## config.mk

```make
export PLATFORM = sky130hd
export DESIGN_NAME = vrs_stepper
export DESIGN_NICKNAME = d
export VERILOG_FILES = /design/src/verilog/vrs_pkg.sv /design/src/verilog/vrs_code_decode.sv /design/src/verilog/vrs_stepper.sv
export VERILOG_INCLUDE_DIRS = /design/src /design/src/verilog
export SDC_FILE = /design/constraint.sdc
export NUM_CORES = 1
export LEC_CHECK = 0
export BUFFER_PORTS_ARGS = -buffer_cell sky130_fd_sc_hd__buf_2
export CAP_MARGIN = 40
export CORE_UTILIZATION = 30
export CTS_BUF_LIST = sky130_fd_sc_hd__clkbuf_4 sky130_fd_sc_hd__clkbuf_8
export CTS_CLUSTER_SIZE = 8
export DETAILED_ROUTE_END_ITERATION = 8
export GPL_ROUTABILITY_DRIVEN = 0
export PLACE_DENSITY = 0.51
export RECOVER_POWER = 50
export SLEW_MARGIN = 20
export SYNTH_ARGS = -nofsm -noshare
export SYNTH_HDL_FRONTEND = slang
export SYNTH_HIERARCHICAL = 1
export SYNTH_SLANG_ARGS = --single-unit
```

## constraint.sdc

```tcl
create_clock -name clk -period 4.4 [get_ports clk]
set_input_delay 0.88 -clock clk [delete_from_list [all_inputs] [get_ports clk]]
set_output_delay 0.88 -clock clk [all_outputs]
set_load 0.01 [all_outputs]
```

## src/verilog/vrs_cfg.svh

```systemverilog
// Constants of the voltage-identification reference stepper.
// Assumes inclusion by bare name from the package and modules.
`ifndef VRS_CFG_SVH
`define VRS_CFG_SVH

// Code width and the reserved no-load code
`define VRS_CODE_W 5
`define VRS_CODE_NOLOAD 5'h1F
// Reference expressed in millivolts
`define VRS_REF_W 11
`define VRS_REF_TOP_MV 11'h60E
`define VRS_REF_BOTTOM_MV 11'h320
`define VRS_STEP_MV 11'h019
// Switching cycles per reference step
`define VRS_CYC_PER_STEP 2'h2

`endif

```

## src/verilog/vrs_pkg.sv

```systemverilog
// Types shared by the reference stepper files.
// Assumes vrs_cfg.svh is on the include path.
`include "vrs_cfg.svh"

package vrs_pkg;
    // Identification code as sampled from the load
    typedef logic [`VRS_CODE_W-1:0] vrs_code_t;
    // Reference level in millivolts
    typedef logic [`VRS_REF_W-1:0] vrs_ref_t;
    // Stepper states
    typedef enum logic [1:0] {
        VRS_IDLE,
        VRS_SETTLE,
        VRS_RAMP,
        VRS_OFF
    } vrs_state_e;
    // Output bundle toward the analog reference
    typedef struct packed {
        vrs_ref_t ref_mv;
        logic shutdown;
        logic ramping;
    } vrs_out_s;
endpackage : vrs_pkg

```

## src/verilog/vrs_code_decode.sv

```systemverilog
// Decoder from identification code to reference millivolts.
// Assumes a code that has already been sampled; output is registered.
`timescale 1ns/1ps
`default_nettype none
`include "vrs_cfg.svh"

module vrs_code_decode (
    input wire logic clk,
    input wire logic rstn,
    input wire vrs_pkg::vrs_code_t code,
    output vrs_pkg::vrs_ref_t level_mv
);
    import vrs_pkg::*;

    // ------------------------------------------------------------
    // Decode
    // ------------------------------------------------------------
    // Top level minus 25 mV per code step; no-load code parks at bottom
    always_ff @(posedge clk or negedge rstn) begin
        if (!rstn) begin
            level_mv <= `VRS_REF_TOP_MV;
        end else if (code == `VRS_CODE_NOLOAD) begin
            level_mv <= `VRS_REF_BOTTOM_MV;
        end else begin
            level_mv <= `VRS_REF_TOP_MV - vrs_ref_t'(code * `VRS_STEP_MV);
        end
    end
endmodule : vrs_code_decode

`default_nettype wire

```

## src/verilog/vrs_stepper.sv

```systemverilog
// Voltage-identification reference stepper.
// Assumes code bits and the first-phase pulse level are synchronous to clk; pulse ends are detected here.
//
// How it works
// Code zero 1.550 V, minus 25 mV per count
// All-ones code means shutdown; others restart
// Code change registered within one-two cycles
// Code must stay stable before ramping
// Step 25 mV every two switching cycles
// Sample code only at cycle start
// Cycle bounded by first phase pulse ends
// Downward steps match upward size and rate
`timescale 1ns/1ps
`default_nettype none
`include "vrs_cfg.svh"

module vrs_stepper (
    input wire logic clk,
    input wire logic rstn,
    input wire vrs_pkg::vrs_code_t voltage_id_code,
    input wire logic first_phase_pulse,
    output vrs_pkg::vrs_out_s dac_out
);
    import vrs_pkg::*;

    // ------------------------------------------------------------
    // Switching-cycle timebase
    // ------------------------------------------------------------
    logic pulse_d; // Previous pulse level
    logic cycle_start; // One clk pulse at each cycle boundary

    // Falling edge ends pulse
    always_ff @(posedge clk or negedge rstn) begin
        if (!rstn) begin
            pulse_d <= 1'b0;
        end else begin
            pulse_d <= first_phase_pulse;
        end
    end
    assign cycle_start = pulse_d & ~first_phase_pulse;

    // ------------------------------------------------------------
    // Code sampling
    // ------------------------------------------------------------
    vrs_code_t code_smp; // Code seen at the last boundary
    vrs_code_t code_prev; // Code seen one boundary earlier
    logic smp_valid; // At least one sample taken since reset

    // Boundary-only sampling
    // Registered at next boundary
    always_ff @(posedge clk or negedge rstn) begin
        if (!rstn) begin
            code_smp <= 5'h00;
            code_prev <= 5'h00;
            smp_valid <= 1'b0;
        end else if (cycle_start) begin
            code_smp <= voltage_id_code;
            code_prev <= code_smp;
            smp_valid <= 1'b1;
        end
    end

    // ------------------------------------------------------------
    // Target decode
    // ------------------------------------------------------------
    vrs_ref_t target_mv; // Level selected by the sampled code

    // Code to level
    vrs_code_decode u_decode (
        .clk(clk),
        .rstn(rstn),
        .code(code_smp),
        .level_mv(target_mv)
    );

    // ------------------------------------------------------------
    // Stepper state machine
    // ------------------------------------------------------------
    vrs_state_e state; // Current state
    vrs_ref_t ref_mv; // Reference now driven
    logic [1:0] cyc_cnt; // Cycles since last step
    logic stable; // Code unchanged over one whole cycle
    logic noload; // Sampled code is the no-load request

    assign stable = smp_valid && (code_smp == code_prev);
    assign noload = (code_smp == `VRS_CODE_NOLOAD);

    // Reference and state move only on boundaries, so ramp pace tracks fs
    always_ff @(posedge clk or negedge rstn) begin
        if (!rstn) begin
            state <= VRS_IDLE;
            ref_mv <= `VRS_REF_TOP_MV;
            cyc_cnt <= 2'h0;
        end else if (cycle_start) begin
            case (state)
                VRS_IDLE: begin
                    // Enter shutdown
                    if (noload) begin
                        state <= VRS_OFF;
                    end else if (code_smp != code_prev) begin
                        state <= VRS_SETTLE;
                    end else if (ref_mv != target_mv) begin
                        state <= VRS_SETTLE;
                    end
                end
                VRS_SETTLE: begin
                    // Wait for stability
                    if (noload) begin
                        state <= VRS_OFF;
                    end else if (stable) begin
                        state <= VRS_RAMP;
                        cyc_cnt <= 2'h0;
                    end
                end
                VRS_RAMP: begin
                    if (noload) begin
                        state <= VRS_OFF;
                    end else if (!stable) begin
                        // New code mid-ramp restarts the settle wait
                        state <= VRS_SETTLE;
                    end else if (ref_mv == target_mv) begin
                        // Stop at target
                        state <= VRS_IDLE;
                    end else if (cyc_cnt == `VRS_CYC_PER_STEP - 2'h1) begin
                        cyc_cnt <= 2'h0;
                        // One step per two cycles
                        if (ref_mv < target_mv) begin
                            ref_mv <= ref_mv + `VRS_STEP_MV;
                        end else begin
                            // Downward same step
                            ref_mv <= ref_mv - `VRS_STEP_MV;
                        end
                    end else begin
                        cyc_cnt <= cyc_cnt + 2'h1;
                    end
                end
                VRS_OFF: begin
                    // Restart on other code; ramp from held level
                    if (!noload) begin
                        state <= VRS_SETTLE;
                    end
                end
                default: begin
                    state <= VRS_IDLE;
                end
            endcase
        end
    end

    // ------------------------------------------------------------
    // Outputs
    // ------------------------------------------------------------
    // One driver for the whole bundle keeps strict tools content
    assign dac_out = '{ref_mv: ref_mv, shutdown: (state == VRS_OFF), ramping: (state == VRS_RAMP)};
endmodule : vrs_stepper

`default_nettype wire

```

==> results.py <==
metrics = {
    "route": {
        "wl_um": 5650,
        "first_iter_violations": 26,
        "viasPerCell": 4.79,
        "drc": 0,
        "dr.pass1.iters": 4,
        "dr_total_vias": 2156,
        "ant_nets": 0,
        "wl_per_cell_um": 12.6,
    },
    "clock_tree": {
        "clock_path_buffers": 2,
        "post-cts-setup-buffer-count": 0,
        "cts.reportedPaths.clkPinSlew_ns": 0.09,
        "cts_tree": "yes",
        "cts_max_level": 2,
        "clock-sinks": 38,
        "clock-root-buffer": "clkbuf_8",
        "cts_resized": 0,
        "cts_buffers": 5,
        "postCtsHoldBufs": 0,
        "clock_latency_ns": 0.29,
    },
    "layout": {
        "diodes": 0,
        "fin_area_um2": 3170,
        "final_common_cell": "nand2_1",
        "final_cell_mix": "nand2_1, ha_1, inv_1",
        "layout.nets": 391,
        "syn_to_final_growth_pct": 11.7,
        "multi_input_area_um2": 1710,
        "drive_gt1_share_pct": 15.0,
        "final_util_pct": 34.5,
        "regArea_um2": 963,
        "instances_no_fill": 450,
        "fill_cells": 979,
    },
    "synth": {
        "synth-xor-area-share_pct": 4.63,
        "synthSimpleGateAreaFrac_pct": 19.1,
        "synthMuxAreaShare_pct": 0.706,
        "syn_nets": 367,
        "synthCells": 314,
        "ys_types": 52,
        "netlist_area_um2": 2840,
        "ys_seq_area_share_pct": 34.0,
        "synth_top_family_by_area": "adder cells",
        "yosysWarningCount": 6,
        "syn_area_per_cell_um2": 9.03,
        "synth_fa_ha_area_share_pct": 20.6,
        "synth_compound_area_share_pct": 15.1,
        "synth-seq-cells": 38,
    },
    "global_route": {
        "grt_max_degree": 24,
        "use_met3_pct": 2.53,
        "use_met2_pct": 20.0,
        "gr-usage-all-layers_pct": 12.4,
        "met1_usage_pct": 17.1,
        "overflow": 0,
        "grt-busiest-layer": "met2",
        "grt_pass1_wl_um": 9750,
        "grt_pass1_vias": 2051,
        "antenna_found_initial": 0,
    },
    "sta": {
        "rsz0062_at_grt": "no",
        "tns_ns": 0,
        "tightest_slew_ns": 1.31,
        "setup_viol": 0,
        "report.final.slew_viol_count": 0,
        "skew_ns": 0.0110,
        "finalCriticalPeriod_ns": 3.49,
        "fmax_mhz": 286,
        "slew_headroom_pct": 12.5,
        "timing.final.crit_share_pct": 79.4,
        "hold_viol": 0,
    },
    "placement": {
        "io_buffers": 20,
        "dpl_cell_area_um2": 3070,
        "dp_cells": 442,
        "hpwl_um": 4440,
    },
    "floorplan": {
        "dieArea_um2": 9850,
        "die_h_um": 99.2,
        "initial_utilization_pct": 30.8,
        "die_width_um": 99.2,
        "rows": 35,
        "pin_count": 21,
        "core_um2": 9200,
    },
    "worst_setup_path": {
        "path_class": "reg2reg",
        "start_kind": "flop",
        "cp_max_fo": 9,
        "cp-end-kind": "flop",
        "rrSetupSlack_ns": 0.91,
        "crit_required_ns": 4.63,
        "worst_ep_arrival_time_ns": 3.72,
    },
    "status": {
        "status": "finished, final reports clean",
    },
    "flow_run": {
        "cap_violations": 0,
    },
    "worst_hold_path": {
        "hold_class": "reg2reg",
    },
    "pwr": {
        "power_density_nw_per_um2": 430,
        "ir_drop_v": 0.000249,
        "p_leak_nw": 1.62,
        "power_mw": 1.36,
    },
}
worst max-delay path, stage by stage (launching register included):
cell,delay [ns]
dfrtp_1,0.42
ha_1,0.32
a211o_1,0.29
a21oi_1,0.14
a21oi_1,0.11
or3_1,0.53
ha_1,0.42
a211oi_1,0.11
o211ai_1,0.23
nand4_1,0.16
a2111o_1,0.40
a21oi_2,0.15
xor2_1,0.16
cells in the mapped netlist (all sizes together):
| master | count | area share, % |
|---|---|---|
| nand2 | 49 | 6.5 |
| ha | 42 | 19 |
| inv | 37 | 4.9 |
| dfrtp | 28 | 25 |
| a21oi | 19 | 3.6 |
| nor2 | 16 | 2.3 |
| o21ai | 15 | 2.6 |
| nor3 | 12 | 2.5 |
| dfstp | 10 | 9.3 |
| xor2 | 9 | 2.8 |
| nand4 | 6 | 1.5 |
| xnor2 | 6 | 1.9 |
| nand2b | 5 | 1.4 |
| a21o | 4 | 1.1 |
| and2 | 4 | 0.88 |
| nand3 | 4 | 0.71 |
| nor2b | 4 | 1.1 |
| o21a | 4 | 1.1 |
| a21boi | 3 | 0.79 |
| and3 | 3 | 0.66 |
| buf | 3 | 0.75 |
| fa | 3 | 2.1 |
| o21bai | 3 | 0.93 |
| or3 | 3 | 0.66 |
| a211o | 2 | 0.62 |
| a211oi | 2 | 0.53 |
| clkbuf | 2 | 0.26 |
| mux2i | 2 | 0.71 |
| nand3b | 2 | 0.53 |
| o211ai | 2 | 0.71 |
| a2111o | 1 | 0.40 |
| a221o | 1 | 0.35 |
| a22oi | 1 | 0.26 |
| a31oi | 1 | 0.22 |
| and4 | 1 | 0.31 |
| o221ai | 1 | 0.53 |
| o22ai | 1 | 0.22 |
| o2bb2ai | 1 | 0.53 |
| o311ai | 1 | 0.31 |
| o31ai | 1 | 0.26 |
final timing paths:
check	from	end	cells past startpoint
max in group asynchronous	rstn	state[0]	2
min reg2reg	code_prev[3]	code_prev[3]	2
min	code_prev[3]	code_prev[3]	2
min in group asynchronous	rstn	ref_mv[6]	1
max reg2reg	ref_mv[4]	ref_mv[10]	12
max	ref_mv[4]	ref_mv[10]	12
flip-flops by register name, indices dropped and copies added (netlist names):
name / count
state: 2
cyc_cnt: 2
code_smp: 5
pulse_d: 1
u_decode/level_mv: 11
code_prev: 5
smp_valid: 1
ref_mv: 11
power by group:
part	switching (mW)	total (mW)	internal, mW	leakage, nW
Clock	0.136	0.305	0.169	0.0504
Sequential	0.0419	0.471	0.429	0.446
Combinational	0.318	0.586	0.268	1.13
per-stage QoR:
step | hold WS [ns] | setup slack [ns]
after floorplan | 0.466 | 1.14
after global placement | 0.479 | 0.966
after detailed placement | 0.484 | 0.916
after CTS | 0.498 | 0.882
after global routing | 0.517 | 0.648
final | 0.502 | 0.907
layer usage:
metal  vias to the layer above  routed length [µm]  part of all wire (%)
li1                       1123                   -                     -
met1                      1003                2870                    51
met2                        23                2560                    45
met3                         7                 165                   2.9
met4                         0                  57                   1.0
met5                         -                   0                     0
cell type report:
type | count | area share (%)
multi-input combinational | 234 | 53.8
sequential | 38 | 30.4
inverter | 37 | 4.38
tap | 111 | 4.38
timing repair buffer | 22 | 3.43
clock buffer | 5 | 2.17
clock inverter | 3 | 1.42
cell families after synthesis:
| group | count (synthesis) |
|---|---|
| xor+xnor | 15 |
| mux | 2 |
| simple gates | 109 |
| flops | 38 |
| compound gates | 63 |
| buf+inv | 42 |
| fa+ha+maj | 45 |
No activity file was read; power rests on OpenSTA's default activity.
